[config.mk]
export PLATFORM = sky130hd
export DESIGN_NAME = timer2_reload_capture_counter
export DESIGN_NICKNAME = d
export VERILOG_FILES = /design/src/timer2_pkg.sv /design/src/tick_if.sv /design/src/tick_gen.sv /design/src/timer2_reload_capture_counter.sv
export VERILOG_INCLUDE_DIRS = /design/src /design/src/src
export SDC_FILE = /design/constraint.sdc
export NUM_CORES = 1
export LEC_CHECK = 0
export BUFFER_PORTS_ARGS = -buffer_cell sky130_fd_sc_hd__buf_2
export CAP_MARGIN = 20
export CORE_ASPECT_RATIO = 2
export CORE_MARGIN = 1.5
export CORE_UTILIZATION = 56
export CTS_BUF_LIST = sky130_fd_sc_hd__clkbuf_4 sky130_fd_sc_hd__clkbuf_8 sky130_fd_sc_hd__clkbuf_16
export DETAILED_ROUTE_END_ITERATION = 6
export PLACE_DENSITY = 0.85
export SLEW_MARGIN = 20
export SYNTH_ARGS = -nofsm -noshare
export SYNTH_HDL_FRONTEND = slang
export SYNTH_HIERARCHICAL = 1
export SYNTH_SLANG_ARGS = --single-unit
[constraint.sdc]
create_clock -name clock -period 2.9 [get_ports clock]
set_clock_uncertainty 0.1 [all_clocks]
set_input_delay 0.29 -clock clock [delete_from_list [all_inputs] [get_ports clock]]
set_output_delay 0.29 -clock clock [all_outputs]
set_load 0.02 [all_outputs]
[src/timer2_defs.svh]
`ifndef TIMER2_DEFS_SVH
`define TIMER2_DEFS_SVH

// Register indices; byte address is four times the index
`define IDX_TIMER_CONTROL      8'hC8
`define IDX_TIMER_MODE_CONTROL 8'hC9
`define IDX_RELOAD_LOW         8'hCA
`define IDX_RELOAD_HIGH        8'hCB
`define IDX_COUNT_LOW          8'hCC
`define IDX_COUNT_HIGH         8'hCD
`define IDX_CLOCK_CONTROL      8'hCE
`define IDX_LSB                2
`define IDX_MSB                9

// Timer control bits
`define CTL_OVERFLOW_FLAG      7
`define CTL_EXTERNAL_FLAG      6
`define CTL_RECEIVE_CLOCK      5
`define CTL_TRANSMIT_CLOCK     4
`define CTL_EXTERNAL_ENABLE    3
`define CTL_RUN_CONTROL        2
`define CTL_COUNTER_SELECT     1
`define CTL_CAPTURE_SELECT     0

// Mode control bits
`define MOD_OUTPUT_TOGGLE      1
`define MOD_DOWN_COUNT         0
`define MOD_WRITE_MASK         8'h03

// Clock control bits
`define CLK_PRESCALE_LSB       0
`define CLK_PRESCALE_MSB       3
`define CLK_DOUBLE_SPEED       4
`define CLK_COMPAT_MODE        5
`define CLK_INT_ENABLE         6
`define CLK_WRITE_MASK         8'h7F

// Reset values
`define RST_TIMER_CONTROL      8'h00
`define RST_TIMER_MODE_CONTROL 8'h00
`define RST_CLOCK_CONTROL      8'h25
`define RST_COUNT              16'h0000
`define RST_RELOAD             16'h0000
`define RST_PRESCALE           4'h5

// Count limits
`define COUNT_MIN              16'h0000
`define COUNT_MAX              16'hFFFF

// AHB fields
`define HTRANS_ACTIVE_BIT      1
`define HRESP_OKAY             1'b0

`endif

[src/timer2_pkg.sv]
package timer2_pkg;

	typedef enum logic [2:0] {
		MODE_OFF         = 3'b000,
		MODE_AUTO_RELOAD = 3'b001,
		MODE_AUTO_UPDOWN = 3'b010,
		MODE_CAPTURE     = 3'b011,
		MODE_BAUD        = 3'b100,
		MODE_FREQ        = 3'b101
	} mode_t;

	typedef logic [3:0] prescale_t;

endpackage : timer2_pkg

[src/tick_if.sv]
`timescale 1ns/1ps
interface tick_if;
	import timer2_pkg::*;

	prescale_t prescale_setting;
	logic      double_speed_select;
	logic      compat_mode;
	logic      bypass;
	logic      tick;
	logic      sample;

	modport source (
		input  prescale_setting,
		input  double_speed_select,
		input  compat_mode,
		input  bypass,
		output tick,
		output sample
	);

	modport sink (
		output prescale_setting,
		output double_speed_select,
		output compat_mode,
		output bypass,
		input  tick,
		input  sample
	);

endinterface : tick_if

[src/tick_gen.sv]
`timescale 1ns/1ps
`include "timer2_defs.svh"
module tick_gen (
	input  wire logic clock,
	input  wire logic resetn,
	tick_if.source    tk
);
	import timer2_pkg::*;

	prescale_t pcount;
	logic      half;
	logic      pre_tick;

	assign pre_tick = (pcount == tk.prescale_setting);

	// Divide by setting plus one
	always_ff @(posedge clock or negedge resetn) begin
		if (!resetn)
			pcount <= 4'h0;
		else if (pre_tick)
			pcount <= 4'h0;
		else
			pcount <= pcount + 4'h1;
	end

	// Extra halving for double speed in compatibility operation
	always_ff @(posedge clock or negedge resetn) begin
		if (!resetn)
			half <= 1'b0;
		else if (pre_tick)
			half <= ~half;
	end

	always_comb begin
		if (tk.bypass)
			tk.tick = 1'b1;
		else if (tk.compat_mode)
			tk.tick = tk.double_speed_select ? (pre_tick & half)
				: pre_tick;
		else
			tk.tick = tk.double_speed_select ? pre_tick : 1'b1;
	end

	// Pin sampling is paced in compatibility operation only
	assign tk.sample = tk.compat_mode ? pre_tick : 1'b1;

endmodule : tick_gen

[src/timer2_reload_capture_counter.sv]
// Notes on behaviour
// Sixteen-bit count of two bytes, incremented, or decremented when counting down, on each enabled tick.
// Counter select picks clock ticks or count pin edges.
// Prescaled tick rate is system clock over prescale setting plus one.
// Compatibility operation prescales except as baud or frequency generator; setting resets to five.
// Double speed in compatibility operation halves the tick rate again.
// Fast operation bypasses prescaler unless double speed is set.
// Baud and frequency generator ignore prescaler and double speed.
// Fast event counting samples every clock; high then low counts.
// Count shows the cycle after edge detection; half clock maximum.
// Compatibility operation samples the count pin at prescaler pace.
// Source holds each count pin level one, or six, clocks.
// Run set: serial clock, toggle, capture, else reload or up/down.
// Minimum zero, maximum all ones; reload value from reload bytes.
// Count and reload bytes at their fixed register indices.
// Hardware sets overflow flag on overflow; software writes set or clear it.
// Hardware never sets overflow flag while either serial clock select is set.
// Overflow flag requests interrupt when timer interrupt enabled.
// Trigger falling edge capture or reload sets external flag.
// External flag requests no interrupt in up/down operation.
// External enable clear ignores trigger falling edges.
// Run control starts counting; clear stops and holds the count.
// Receive clock select routes overflows to reception, else other.
// Toggle enable with timer operation toggles count pin on overflow.
// Count and trigger pins pass two synchroniser stages.
// Hardware flag set wins over a same cycle software write.
//
// The AHB-Lite register port is this design's own decision.
`timescale 1ns/1ps
`include "timer2_defs.svh"
module timer2_reload_capture_counter (
	input  wire logic        clock,
	input  wire logic        resetn,
	input  wire logic        hsel,
	input  wire logic [31:0] haddr,
	input  wire logic [1:0]  htrans,
	input  wire logic        hwrite,
	input  wire logic [2:0]  hsize,
	input  wire logic [31:0] hwdata,
	input  wire logic        hready,
	output logic             hreadyout,
	output logic [31:0]      hrdata,
	output logic             hresp,
	input  wire logic        count_pin_in,
	output logic             count_pin_out,
	output logic             count_pin_oe,
	input  wire logic        trigger_pin_in,
	input  wire logic        other_timer_overflow,
	output logic             receive_clock_pulse,
	output logic             transmit_clock_pulse,
	output logic             timer_irq
);
	import timer2_pkg::*;

	logic [7:0]  timer_control;
	logic [7:0]  timer_mode_control;
	logic [7:0]  clock_control;
	logic [15:0] count;
	logic [15:0] reload_value;

	mode_t       mode;
	logic        wr_pending;
	logic [7:0]  wr_index;
	logic        wr_en;
	logic [7:0]  wr_byte;
	logic        rd_take;
	logic [7:0]  rd_index;
	logic        wr_control;
	logic        wr_mode;
	logic        wr_clock;
	logic        wr_count_low;
	logic        wr_count_high;
	logic        wr_reload_low;
	logic        wr_reload_high;

	logic [1:0]  sync_a;
	logic [1:0]  sync_b;
	logic [1:0]  pins_raw;
	logic        count_level;
	logic        trigger_level;
	logic        count_sample;
	logic        pin_fall;
	logic        trigger_prev;
	logic        trigger_fall;

	logic        step;
	logic        count_down;
	logic        top_hit;
	logic        reload_value_hit;
	logic        overflow;
	logic        ext_event;
	logic        serial_clock;
	logic [15:0] next_count;
	logic [15:0] next_reload;
	logic [7:0]  next_control;

	tick_if tk ();

	function automatic mode_t decode_mode(input logic [7:0] ctl,
		input logic [7:0] mdc);
		if (!ctl[`CTL_RUN_CONTROL])
			return MODE_OFF;
		if (ctl[`CTL_RECEIVE_CLOCK] || ctl[`CTL_TRANSMIT_CLOCK])
			return MODE_BAUD;
		if (mdc[`MOD_OUTPUT_TOGGLE])
			return MODE_FREQ;
		if (ctl[`CTL_CAPTURE_SELECT])
			return MODE_CAPTURE;
		if (mdc[`MOD_DOWN_COUNT])
			return MODE_AUTO_UPDOWN;
		return MODE_AUTO_RELOAD;
	endfunction : decode_mode

	function automatic logic [7:0] word_index(input logic [31:0] addr);
		return addr[`IDX_MSB:`IDX_LSB];
	endfunction : word_index

	// Register write strobe for one index
	function automatic logic write_hit(input logic en,
		input logic [7:0] at, input logic [7:0] want);
		return en && (at == want);
	endfunction : write_hit

	assign mode = decode_mode(timer_control, timer_mode_control);

	assign tk.prescale_setting =
		clock_control[`CLK_PRESCALE_MSB:`CLK_PRESCALE_LSB];
	assign tk.double_speed_select = clock_control[`CLK_DOUBLE_SPEED];
	assign tk.compat_mode = clock_control[`CLK_COMPAT_MODE];
	assign tk.bypass = (mode == MODE_BAUD) || (mode == MODE_FREQ);

	tick_gen u_tick_gen (
		.clock  (clock),
		.resetn (resetn),
		.tk     (tk.source)
	);

	// Bus slave: zero wait states, read data registered at address phase
	assign hreadyout = 1'b1;
	assign hresp = `HRESP_OKAY;
	assign rd_take = hsel && hready && htrans[`HTRANS_ACTIVE_BIT] && !hwrite;
	assign rd_index = word_index(haddr);

	always_ff @(posedge clock or negedge resetn) begin
		if (!resetn) begin
			wr_pending <= 1'b0;
			wr_index <= 8'h00;
		end else if (hready) begin
			wr_pending <= hsel && htrans[`HTRANS_ACTIVE_BIT] && hwrite;
			wr_index <= word_index(haddr);
		end
	end

	assign wr_en = wr_pending;
	assign wr_byte = hwdata[7:0];

	// One strobe per register, decoded once
	assign wr_control = write_hit(wr_en, wr_index, `IDX_TIMER_CONTROL);
	assign wr_mode = write_hit(wr_en, wr_index, `IDX_TIMER_MODE_CONTROL);
	assign wr_clock = write_hit(wr_en, wr_index, `IDX_CLOCK_CONTROL);
	assign wr_count_low = write_hit(wr_en, wr_index, `IDX_COUNT_LOW);
	assign wr_count_high = write_hit(wr_en, wr_index, `IDX_COUNT_HIGH);
	assign wr_reload_low = write_hit(wr_en, wr_index, `IDX_RELOAD_LOW);
	assign wr_reload_high = write_hit(wr_en, wr_index, `IDX_RELOAD_HIGH);

	always_ff @(posedge clock or negedge resetn) begin
		if (!resetn)
			hrdata <= 32'h0000_0000;
		else if (rd_take) begin
			case (rd_index)
			`IDX_TIMER_CONTROL: hrdata <= {24'h0, timer_control};
			`IDX_TIMER_MODE_CONTROL: hrdata <= {24'h0, timer_mode_control};
			`IDX_RELOAD_LOW: hrdata <= {24'h0, reload_value[7:0]};
			`IDX_RELOAD_HIGH: hrdata <= {24'h0, reload_value[15:8]};
			`IDX_COUNT_LOW: hrdata <= {24'h0, count[7:0]};
			`IDX_COUNT_HIGH: hrdata <= {24'h0, count[15:8]};
			`IDX_CLOCK_CONTROL: hrdata <= {24'h0, clock_control};
			default: hrdata <= 32'h0000_0000;
			endcase
		end
	end

	// Pin synchronisers
	assign pins_raw = {trigger_pin_in, count_pin_in};

	generate
		for (genvar i = 0; i < 2; i++) begin : g_sync
			always_ff @(posedge clock or negedge resetn) begin
				if (!resetn) begin
					sync_a[i] <= 1'b1;
					sync_b[i] <= 1'b1;
				end else begin
					sync_a[i] <= pins_raw[i];
					sync_b[i] <= sync_a[i];
				end
			end
		end
	endgenerate

	assign count_level = sync_b[0];
	assign trigger_level = sync_b[1];

	// Count pin edge: one pulse, so count moves the cycle after
	always_ff @(posedge clock or negedge resetn) begin
		if (!resetn) begin
			count_sample <= 1'b1;
			pin_fall <= 1'b0;
		end else begin
			pin_fall <= tk.sample && count_sample && !count_level;
			if (tk.sample)
				count_sample <= count_level;
		end
	end

	// Trigger edge watched every clock
	always_ff @(posedge clock or negedge resetn) begin
		if (!resetn)
			trigger_prev <= 1'b1;
		else
			trigger_prev <= trigger_level;
	end

	assign trigger_fall = trigger_prev && !trigger_level;

	// Counting
	assign serial_clock = timer_control[`CTL_RECEIVE_CLOCK] ||
		timer_control[`CTL_TRANSMIT_CLOCK];
	assign step = (mode != MODE_OFF) &&
		(timer_control[`CTL_COUNTER_SELECT] ? pin_fall : tk.tick);
	// Trigger low selects downward counting in up/down operation
	assign count_down = (mode == MODE_AUTO_UPDOWN) && !trigger_level;
	assign top_hit = (count == `COUNT_MAX);
	assign reload_value_hit = (count == reload_value);
	assign overflow = step && (count_down ? reload_value_hit : top_hit);
	// Up/down operation uses the trigger as direction, not as event
	assign ext_event = trigger_fall && timer_control[`CTL_EXTERNAL_ENABLE] &&
		(mode == MODE_AUTO_RELOAD || mode == MODE_CAPTURE);

	always_comb begin
		next_count = count;
		next_reload = reload_value;
		if (step) begin
			if (count_down)
				next_count = reload_value_hit ? `COUNT_MAX : count - 16'h0001;
			else if (!top_hit)
				next_count = count + 16'h0001;
			else if (mode == MODE_CAPTURE)
				next_count = `COUNT_MIN;
			else
				next_count = reload_value;
		end
		if (ext_event) begin
			if (mode == MODE_CAPTURE)
				next_reload = count;
			else
				next_count = reload_value;
		end
	end

	// Hardware update first; a software byte write in the same cycle is dropped
	always_ff @(posedge clock or negedge resetn) begin
		if (!resetn)
			count <= `RST_COUNT;
		else if (step || ext_event)
			count <= next_count;
		else if (wr_count_low)
			count[7:0] <= wr_byte;
		else if (wr_count_high)
			count[15:8] <= wr_byte;
	end

	always_ff @(posedge clock or negedge resetn) begin
		if (!resetn)
			reload_value <= `RST_RELOAD;
		else if (ext_event && mode == MODE_CAPTURE)
			reload_value <= next_reload;
		else if (wr_reload_low)
			reload_value[7:0] <= wr_byte;
		else if (wr_reload_high)
			reload_value[15:8] <= wr_byte;
	end

	// Control register: flags are set by hardware over any write
	always_comb begin
		next_control = timer_control;
		if (wr_control)
			next_control = wr_byte;
		if (overflow && !serial_clock)
			next_control[`CTL_OVERFLOW_FLAG] = 1'b1;
		if (ext_event)
			next_control[`CTL_EXTERNAL_FLAG] = 1'b1;
	end

	always_ff @(posedge clock or negedge resetn) begin
		if (!resetn)
			timer_control <= `RST_TIMER_CONTROL;
		else
			timer_control <= next_control;
	end

	always_ff @(posedge clock or negedge resetn) begin
		if (!resetn)
			timer_mode_control <= `RST_TIMER_MODE_CONTROL;
		else if (wr_mode)
			timer_mode_control <= wr_byte & `MOD_WRITE_MASK;
	end

	always_ff @(posedge clock or negedge resetn) begin
		if (!resetn)
			clock_control <= `RST_CLOCK_CONTROL;
		else if (wr_clock)
			clock_control <= wr_byte & `CLK_WRITE_MASK;
	end

	// Count pin output: driven whenever toggle enable is set in timer use; toggles only as frequency generator
	always_ff @(posedge clock or negedge resetn) begin
		if (!resetn)
			count_pin_out <= 1'b0;
		else if (mode == MODE_FREQ && !timer_control[`CTL_COUNTER_SELECT] &&
			overflow)
			count_pin_out <= ~count_pin_out;
	end

	always_ff @(posedge clock or negedge resetn) begin
		if (!resetn)
			count_pin_oe <= 1'b0;
		else
			count_pin_oe <= timer_mode_control[`MOD_OUTPUT_TOGGLE] &&
				!timer_control[`CTL_COUNTER_SELECT];
	end

	// Serial clock pulses, one clock wide
	always_ff @(posedge clock or negedge resetn) begin
		if (!resetn) begin
			receive_clock_pulse <= 1'b0;
			transmit_clock_pulse <= 1'b0;
		end else begin
			receive_clock_pulse <= timer_control[`CTL_RECEIVE_CLOCK] ?
				overflow : other_timer_overflow;
			transmit_clock_pulse <= timer_control[`CTL_TRANSMIT_CLOCK] ?
				overflow : other_timer_overflow;
		end
	end

	// Interrupt request level
	always_ff @(posedge clock or negedge resetn) begin
		if (!resetn)
			timer_irq <= 1'b0;
		else
			timer_irq <= clock_control[`CLK_INT_ENABLE] &&
				(timer_control[`CTL_OVERFLOW_FLAG] ||
				(timer_control[`CTL_EXTERNAL_FLAG] &&
				!timer_mode_control[`MOD_DOWN_COUNT]));
	end

endmodule : timer2_reload_capture_counter
* Word level (Yosys, flattened, before mapping)
Index checks and enable logic that the tools add are counted.
** Word-level totals
- Flip-flop bits (word level) :: 107
- Word-level logic and storage cells :: 161
** Cells by class
- Reductions and logical operators :: 48
- Bitwise operators :: 3
- Eq/ne operators :: 26
- Mux-type cells :: 55
- $add $sub $neg :: 3
** Operator list (number)
- 16-bit 2-to-1 mux :: 11
- 8-bit == test, second input constant :: 14
- 8-bit 2-to-1 mux :: 7
- 8-bit case mux with 7 select lines :: 1
- 3-bit 2-to-1 mux :: 10
- 1-bit logical AND :: 27
- 1-bit 2-to-1 mux :: 25
- 16-bit by 1-bit adder with 16-bit output, second input constant :: 1
- 16-bit == test :: 1
- 16-bit == test, second input constant :: 1
- 16-bit by 1-bit subtractor with 16-bit output, second input constant :: 1
- 2-bit nonzero test :: 6
- 3-bit by 2-bit == test with 1-bit output, second input constant :: 2
- 3-bit == test, second input constant :: 2
- 1-bit logical NOT :: 6
- 1-bit logical OR :: 5
- 4-bit by 1-bit adder with 4-bit output, second input constant :: 1
- 4-bit == test :: 1
- 4-bit 2-to-1 mux :: 1
- 2-bit by 1-bit inequality test with 1-bit output, second input constant :: 2
- 2-bit inequality test, second input constant :: 2
- 4-bit AND reduction :: 1
- 3-bit by 1-bit == test with 1-bit output, second input constant :: 1
- 3-bit AND reduction :: 1
- other kinds (4) :: 5

* Depth between registers and ports, before layout
Gate-level depths: netlist of the first run.
- Depth in word-level cells :: 26
- Mapped depth :: 11
- Depth with buffers taken out :: 10

* Cells and area by module
Netlist of the first run, hierarchy kept.
** Modules (own cells, without submodules)
- timer2_reload_capture_counter :: sequential area each 1963.1 µm², instances 1, area each 5270.1 µm², cells an instance 565
- tick_gen :: sequential area each 125.1 µm², instances 1, area each 264.0 µm², cells an instance 25

* Worst setup path after synthesis of the first run
OpenSTA, ideal clock, no wires.
- Path type :: register to register
- From :: register clock_control[0]
- To :: register count[10]
- Period minus slack after synthesis :: 2.668 ns
- Data required time :: 2.680 ns
- Arrival :: 2.448 ns
- Path buffers :: 1
- Setup time :: 0.120 ns
- Setup slack :: 0.232 ns
- Cell stages (with the launch flop) :: 12
- Cells stage by stage :: dfstp_2 > xor2_1 > nor4_2 > o21ai_1 > a31oi_1 > mux2_2 > and2_1 > clkbuf_1 > nor2_1 > a22oi_1 > o22ai_1 > a31o_2
** Between the ends
- Word-level cells in the longest chain between the ends :: 11
- Elaborated cells on any way between the ends :: 16
- Classes of those cells :: 2 x eq/ne; 9 x mux; 1 x bitwise; 4 x reduce/logical
** Ends and longest elaborated chain
- start: declaration :: line timer2_reload_capture_counter.sv:57 : logic [7:0] clock_control;
- start signal: assignment :: line timer2_reload_capture_counter.sv:310 : clock_control <= `RST_CLOCK_CONTROL;
- start signal: assignment :: line timer2_reload_capture_counter.sv:312 : clock_control <= wr_byte & `CLK_WRITE_MASK;
- 4-bit == test (*) :: line tick_gen.sv:14 : assign pre_tick = (pcount == tk.prescale_setting);
- 1-bit AND :: line tick_gen.sv:38 : tk.tick = tk.double_speed_select ? (pre_tick & half)
- 1-bit 2-to-1 mux :: line tick_gen.sv:38
- 1-bit 2-to-1 mux (*) :: line tick_gen.sv:37 : else if (tk.compat_mode)
- 1-bit 2-to-1 mux (*) :: line tick_gen.sv:35 : if (tk.bypass)
- net tk.tick :: line tick_if.sv:9 : logic tick;
- 1-bit 2-to-1 mux (*) :: line timer2_reload_capture_counter.sv:229 : (timer_control[`CTL_COUNTER_SELECT] ? pin_fall : tk.tick);
- 1-bit logical AND (*) :: line timer2_reload_capture_counter.sv:228 : assign step = (mode != MODE_OFF) &&
- 16-bit 2-to-1 mux :: line timer2_reload_capture_counter.sv:242 : if (step) begin
- 16-bit 2-to-1 mux :: line timer2_reload_capture_counter.sv:253 : if (mode == MODE_CAPTURE)
- 16-bit 2-to-1 mux :: line timer2_reload_capture_counter.sv:252 : if (ext_event) begin
- 16-bit 2-to-1 mux :: line timer2_reload_capture_counter.sv:264 : else if (step || ext_event)
- end signal: assignment :: line timer2_reload_capture_counter.sv:263 : count <= `RST_COUNT;
- end signal: assignment :: line timer2_reload_capture_counter.sv:265 : count <= next_count;
- end signal: assignment :: line timer2_reload_capture_counter.sv:269 : count[15:8] <= wr_byte;
- end: declaration :: line timer2_reload_capture_counter.sv:58 : logic [15:0] count;
Mark *: on every way through the listed nets, which the timed path passes. The rest lies on a longest branch.
A chain may end at the register's enable or synchronous reset.

* Worst setup path in the final report of the first run
- From :: register clock_control[0]
- To :: register count[4]
Same word-level chain as after synthesis.

==> results of run 1 <==
==> metal layers <==
metal / GRT usage [%] / up-vias / wire length, um
met2: 60.7 / 281 / 9510
met4: 30.7 / 0 / 1780
met1: 39.7 / 2487 / 6170
li1: - / 2226 / -
met3: 5.40 / 105 / 967
met5: 0 / - / 0
==> through the flow <==
step / hold WS, ns / area, um^2
floorplan: -0.106 / 5620
global placement: 0.247 / 5990
detailed placement: 0.247 / 5990
CTS: 0.0798 / 6370
global route: 0.0938 / 6400
finish: 0.0949 / 6400
==> flip-flops by register name, indices dropped and copies added, names as in the netlist, 2 cells and up <==
name and flops:
clock_control 7, sync_a 2, wr_index 8, count 16
hrdata 8, reload_value 16, timer_mode_control 2, timer_control 8
u_tick_gen/pcount 4
==> cell usage after synthesis, types with 5 or more instances <==
| cell | n |
|---|---|
| nor2_1 | 44 |
| inv_1 | 8 |
| buf_1 | 6 |
| nand4_1 | 13 |
| mux2_2 | 32 |
| a211o_1 | 5 |
| nand3_1 | 19 |
| a221oi_1 | 6 |
| dfstp_2 | 9 |
| mux4_2 | 5 |
| o21ai_0 | 31 |
| a31oi_1 | 5 |
| clkbuf_1 | 29 |
| xnor2_1 | 30 |
| xor2_1 | 18 |
| nor2b_1 | 9 |
| buf_4 | 26 |
| mux2i_1 | 25 |
| a22oi_1 | 17 |
| nor4_1 | 7 |
| a21oi_1 | 19 |
| nor3_1 | 11 |
| o22ai_1 | 6 |
| dfrtp_1 | 74 |
| a22o_1 | 9 |
| nand2_1 | 47 |
| a21o_1 | 8 |
| and3_1 | 6 |
==> power by group through the flow <==
stage,Clock [mW],Sequential [mW],Combinational (mW)
6_report,1.39,1.53,1.03
5_1_grt,1.43,1.55,1.12
4_1_cts,1.40,1.52,0.993
3_5_place_dp,0,1.54,0.980
3_3_place_gp,0,1.53,0.955
2_1_floorplan,0,1.42,0.767
==> path summary, 6_finish.rpt <==
kind	from	slack, ns	to
max	clock_control[0]$_DFFE_PN1P_	0.14	count[4]$_DFFE_PN0P_
min	haddr[6]	0.09	wr_index[4]$_DFFE_PN0P_
max reg2reg	clock_control[0]$_DFFE_PN1P_	0.14	count[4]$_DFFE_PN0P_
min reg2reg	sync_a[1]$_DFF_PN1_	0.26	trigger_level$_DFF_PN1_
max in group asynchronous	resetn	1.71	count[11]$_DFFE_PN0P_
min in group asynchronous	resetn	0.44	count[4]$_DFFE_PN0P_
==> worst reg2reg max path: cells and delay by family, from the launching register on <==
family,cells,cell delay (ns)
XOR/XNOR,1,0.27
AND/OR/NAND/NOR,4,0.85
flip-flops,1,0.56
AO/OA/AOI/OAI,3,0.57
multiplexers,1,0.28
==> logic make-up (layout without fill, tap and decap cells) <==
group / count (synthesis) / after routing
multiplexers: 62 / 62
flip-flops: 83 / 83
adder cells (fa/ha/maj): 3 / 3
buffers and inverters: 73 / 108
AO/OA/AOI/OAI: 135 / 135
XOR/XNOR: 48 / 48
other: 2 / 26
AND/OR/NAND/NOR: 184 / 184
==> area by class of cell <==
| cell class | instances | share of cell area [%] |
|---|---|---|
| inverter | 8 | 0.469 |
| sequential | 83 | 32.6 |
| clock buffer | 10 | 3.73 |
| multi-input combinational | 458 | 49.7 |
| clock inverter | 6 | 1.86 |
| timing repair buffer | 84 | 9.01 |
| tap | 132 | 2.58 |
==> what timing repair did <==
action | 4_1_cts | 5_1_grt
hold buffers | 2 | 1
setup buffers | 0 | 0
gates resized for setup | 0 | 3
hold endpoints to repair | 2 | 71
endpoints found under the setup margin | 0 | 2
==> metrics.txt, run 1 <==
DR iter-0 viols 431; Final period util 95.2%; leakage about 2.7 nW; Final Hold Fails 0; DR vias/cell 6.53; placeable core area 0.00970 mm^2; Die W 73.3 um; row count 51; Adder-Cell Fraction of Synth Area less than 1%; Num CTS Buffers 9; synth top area cells dfrtp_1 33%, mux2_2 6.5%, xnor2_1 4.7%; routed via count between 5000 and 6000; worst hold path type in -> reg; Worst Path Buf+Inv 0; Crit path depth 9; setup TNS 0 ns; CTS Sinks 83; Clock transition at path regs about 0.070 ns; first-pass GRT wire length 28200 um; VDD IR max 0.000636 V; Final min period 2.76 ns; RSZ-0062 raised after global routing no; die area between 0.01 and 0.015 mm^2; All-Layer GR Usage 36.6%; worst-path fanout max 5; Sw Ratio 33.5%; CP Capture Type register; sequential share of power 38.8%; Antenna Nets Post-Route 0; number of synthesized flops with an enable pin 0; Req. time, crit path 3.01 ns; gr ovfl total 0; Syn. warnings 6; delay-heaviest family, CP simple AND/OR/NAND/NOR gates; First-pass DRT Iterations 5; crit-path cells xor2_1 -> nor4_4 -> nor3_1 -> a31oi_1 -> mux2_2 -> and2_1 -> nor2_1 -> a22oi_1 -> o221ai_1; mux cell area share after synthesis 13.1%; type of origin of the critical path register; post-synth top area share between 30 and 40%; dpl cells 762; post-synthesis cell type count 62; xor and xnor area share after synthesis under 10%; share of cells above drive strength 1 23.9%; Slew @ Worst Pin just under 0.9 ns; Switch Pwr 1.32 mW; reg2reg path depth 9; P_int 2.63 mW; Min-Delay Path Depth 2; final wirelength 18400 um; post-layout util between 60% and 70%; outcome finished clean; fin. max-slew vios 0; DRC viols 0; # diodes 0; Ports between 100 and 150; wire per inst 23.6 um; Multi-input gate area between 0.003 and 0.004 mm^2; vias in the first global route 5071; compound-cell area share of the yosys netlist 16.7%; initial antenna violation count 0; CTS Buffer Depth 2; Mean Syn Cell Area approximately 9.4 um^2; clk root buf clkbuf_16; Cell Pwr Density 617 mW/mm^2; Synth area leader dfrtp_1; simple logic cell fraction of the synthesized area roughly 17%; Post-DP HPWL 13600 um; nets@finish 724; sequential share of the synthesized area a little under two fifths; H-tree levels 3; # setup viols final 0; Max stage delay on crit path 0.56 ns; Slew HR 41.2%; Syn Std Cell Area 0.00553 mm^2; commonest non-fill, non-tap cell in the layout dfrtp_1; Max-Cap Viols 0; starting density of the core approximately 57%; Setup WS post-layout 0.139 ns; Combinational Power Share 26.1%; flip-flop and latch area roughly 0.0021 mm^2; Final Non-Filler Cells about 800; Clock power frac 35.2%; cells after synthesis about 600; most frequent cells in the layout 74 x dfrtp_1, 47 x nand2_1, 43 x nor2_1, 42 x buf_4, 36 x buf_2; worst-skew pair later-pin latency 0.35 ns; Worst Setup Path Type reg -> reg; Synth Register Bits 83; Critical Path AT roughly 2.9 ns; Final Wtd Congestion 0.963; combinational family with the most area after synthesis simple AND/OR/NAND/NOR gates; number of fill cells in the layout 785; Synth Flop Type dfrtp_1; largest net degree at the start of global routing 84; Fmax between 300 and 400 MHz; CP max stage cell dfstp_2; total power 3.95 mW; Port Buffers 37; Layout area overhead 15.6%; Place WS around 0.16 ns; Chip Height 144 um; CTS tree built; asr flop ratio synth 100%
Note: power is estimated with default switching activity, not from simulation.
==> run 2: changes to the inputs <==
- ABC_CLOCK_PERIOD_IN_PS: unset -> 2900
- CORE_UTILIZATION: 56 -> 57
- CTS_BUF_LIST: sky130_fd_sc_hd__clkbuf_4 sky130_fd_sc_hd__clkbuf_8 sky130_fd_sc_hd__clkbuf_16 -> sky130_fd_sc_hd__clkbuf_8
- PLACE_DENSITY: 0.85 -> 0.87
- SYNTH_HIERARCHICAL: 1 -> unset
==> run 2 against run 1 <==
Net effect:
- combinational power is essentially flat
- cell count is 0.26% higher
- non-clock buffer count decreased by 7
- design area down 2.8%
- critical path depth down 3
- first-iteration DRC count up 69%
- sequential power hardly changed
- die area fell by 0.22%
- register-to-register slack got worse by 0.07 ns
- synthesized cell count increased by 2.7%
==> metrics.txt, run 2 <==
Max-Cap Viols 0 (unchanged); Final Wtd Congestion 1.06 (was 0.963); first-pass GRT wire length 28200 um (about the same); Ports 116 (unchanged); outcome finished clean (unchanged); leakage 2.56 nW (was 2.66 nW); Synth area leader dfrtp_1 (unchanged); DR vias/cell 6.67 (was 6.53); Post-DP HPWL 12800 um (was 13600 um); Antenna Nets Post-Route 0 (unchanged); nets@finish 726 (was 724); share of cells above drive strength 1 22.7% (was 23.9%); final wirelength 17800 um (was 18400 um); worst-path fanout max 9 (was 5); Port Buffers 37 (unchanged); Regs by FF count count x16, reload_value x16 (unchanged); Critical Path AT 2.95 ns (was 2.87 ns); routed via count 5223 (was 5099); Max stage delay on crit path 0.66 ns (was 0.56 ns); die area 0.0105 mm^2 (about the same); crit-path cells or3_1 -> o311a_1 -> a211oi_2 -> nand2_1 -> nor2_1 -> a41oi_1 (was xor2_1 -> nor4_4 -> nor3_1 -> a31oi_1 -> mux2_2 -> and2_1 -> nor2_1 -> a22oi_1 -> o221ai_1); Synth Register Bits 83 (unchanged); setup TNS 0 ns (unchanged); clk root buf clkbuf_8 (was clkbuf_16); commonest cells in the netlist 74 x dfrtp_1, 54 x nand2_1, 43 x o21ai_0 (was 74 x dfrtp_1, 47 x nand2_1, 44 x nor2_1); Final min period 2.83 ns (was 2.76 ns); CTS Sinks 83 (unchanged); hold_ws 0.0751 ns (was 0.0949 ns); # setup viols final 0 (unchanged); Die W 73.2 um (was 73.3 um); initial antenna violation count 0 (unchanged); VDD IR max 0.000573 V (was 0.000636 V); fin. max-slew vios 0 (unchanged); commonest non-fill, non-tap cell in the layout dfrtp_1 (unchanged); post-layout util 64.6% (was 66.0%); RSZ-0062 raised after global routing no (unchanged); # diodes 0 (unchanged); placeable core area 0.00964 mm^2 (was 0.00970 mm^2); CP max stage cell a211oi_2 (was dfstp_2); most frequent cell after synthesis dfrtp_1 (unchanged); total power 3.52 mW (was 3.95 mW); DR iter-0 viols 729 (was 431); starting density of the core 58.3% (was 57.1%); Final period util 97.7% (was 95.2%); DP Area 0.00596 mm^2 (was 0.00599 mm^2); Finished Cell Area 0.00622 mm^2 (was 0.00640 mm^2); vias in the first global route 5250 (was 5071); Slew HR 45.0% (was 41.2%); Slew @ Worst Pin 0.823 ns (was 0.876 ns); Clock transition at path regs 0.09 ns (was 0.07 ns); wire per inst 22.7 um (was 23.6 um); synth top area cells dfrtp_1 33%, mux2_2 5.4%, mux2i_1 4.8% (was dfrtp_1 33%, mux2_2 6.5%, xnor2_1 4.7%); CTS tree built (unchanged); cells after synthesis 606 (was 590); Worst Setup Path Type reg -> reg (unchanged); Req. time, crit path 3.02 ns (was 3.01 ns); Mean Syn Cell Area 9.27 um^2 (was 9.38 um^2); number of synthesized flops with an enable pin 0 (unchanged); type of origin of the critical path register (unchanged); Chip Height 143 um (was 144 um); First-pass DRT Iterations 6 (was 5); gr ovfl total 0 (unchanged); CTS Buffer Depth 2 (unchanged); Fmax 353 MHz (was 362 MHz); DRC viols 0 (unchanged); worst-skew pair later-pin latency 0.36 ns (was 0.35 ns); Syn. warnings 0 (was 6); post-synthesis cell type count 77 (was 62); cts repair resizes 0 (unchanged); most frequent cells in the layout 74 x dfrtp_1, 54 x nand2_1, 43 x o21ai_0, 37 x nor2_1 (was 74 x dfrtp_1, 47 x nand2_1, 43 x nor2_1, 42 x buf_4, 36 x buf_2); Worst Path Buf+Inv 0 (unchanged); row count 51 (unchanged); All-Layer GR Usage 36.2% (was 36.6%); worst hold path type in -> reg (unchanged); Layout area overhead 10.7% (was 15.6%); Cell Pwr Density 565 mW/mm^2 (was 617 mW/mm^2); largest net degree at the start of global routing 84 (unchanged); Final Hold Fails 0 (unchanged); H-tree levels 3 (unchanged); asr flop ratio synth 100% (unchanged); Syn Std Cell Area 0.00562 mm^2 (was 0.00553 mm^2); Num CTS Buffers 9 (unchanged); CP Capture Type register (unchanged); Post-CTS Setup Bufs 0 (unchanged); sequential share of the synthesized area 37.2% (was 37.7%); delay-heaviest family, CP compound AO/OA/AOI/OAI gates (was simple AND/OR/NAND/NOR gates); post-synth top area share 32.9% (was 33.5%); Synth Flop Type dfrtp_1 (unchanged)
-- run 2: worst reg2reg max path, delay by kind of cell, from the launching register on --
kind	cells	cell delay (ns)
compound gates	3	1.09
simple gates	3	1.02
flops	1	0.48
-- run 2: cell type report --
type                            instances  area, um^2
Clock buffer                           10         138
Clock inverter                          6        88.8
Fill cell                             757        3410
Inverter                               12        45.0
Multi-Input combinational cell        463        3180
Sequential cell                        83        2090
Tap cell                              132         165
Timing Repair Buffer                   77         512
-- run 2: timing repair --
| item | in CTS | in global routing |
|---|---|---|
| hold endpoints to repair | 2 | 74 |
| hold buffers | 2 | 1 |
| endpoints found under the setup margin | 0 | 0 |
-- run 2: final timing paths --
kind                       slack [ns]                         startpoint                       to  cells past startpoint
setup / recovery                 0.07  timer_mode_control[1]$_DFFE_PN0P_    count[11]$_DFFE_PN0P_                      6
hold reg to reg                  0.26                sync_a[1]$_DFF_PN1_  trigger_level$_DFF_PN1_                      0
min in group asynchronous        0.41                             resetn     count[2]$_DFFE_PN0P_                      2
setup reg to reg                 0.07  timer_mode_control[1]$_DFFE_PN0P_    count[11]$_DFFE_PN0P_                      6
max in group asynchronous        1.69                             resetn    count[12]$_DFFE_PN0P_                      2
hold / removal                   0.08                           haddr[6]  wr_index[4]$_DFFE_PN0P_                      2
-- run 2: cell families after synthesis --
logic type,synth area share (%)
xor gates and xnor gates,5.61
and+or+nand+nor,19.1
buffers and inverters,7.88
muxes,12.6
DFF,37.2
other,0.134
adders and majority gates,0.668
AOI/OAI and AO/OA,16.9
-- run 2: layer usage --
| metal | vias to the layer above | global-route usage [%] | wire (um) |
|---|---|---|---|
| li1 | 2257 | - | - |
| met5 | - | 0 | 0 |
| met3 | 106 | 6.03 | 1240 |
| met4 | 0 | 30.8 | 1600 |
| met1 | 2522 | 40.8 | 5820 |
| met2 | 338 | 58.0 | 9160 |
-- run 2: stage by stage --
stage | instances | setup WS, ns
finish | 783 | 0.0668
global placement | 764 | 0.243
CTS | 782 | 0.161
detailed placement | 764 | 0.188
floorplan | 630 | 0.448
global route | 783 | 0.00306
-- run 2: report_power, final --
part | leakage (nW) | switching (mW) | internal [mW] | total (mW)
Sequential | 0.936 | 0.227 | 1.30 | 1.53
Clock | 0.114 | 0.440 | 0.510 | 0.950
Combinational | 1.51 | 0.599 | 0.437 | 1.04
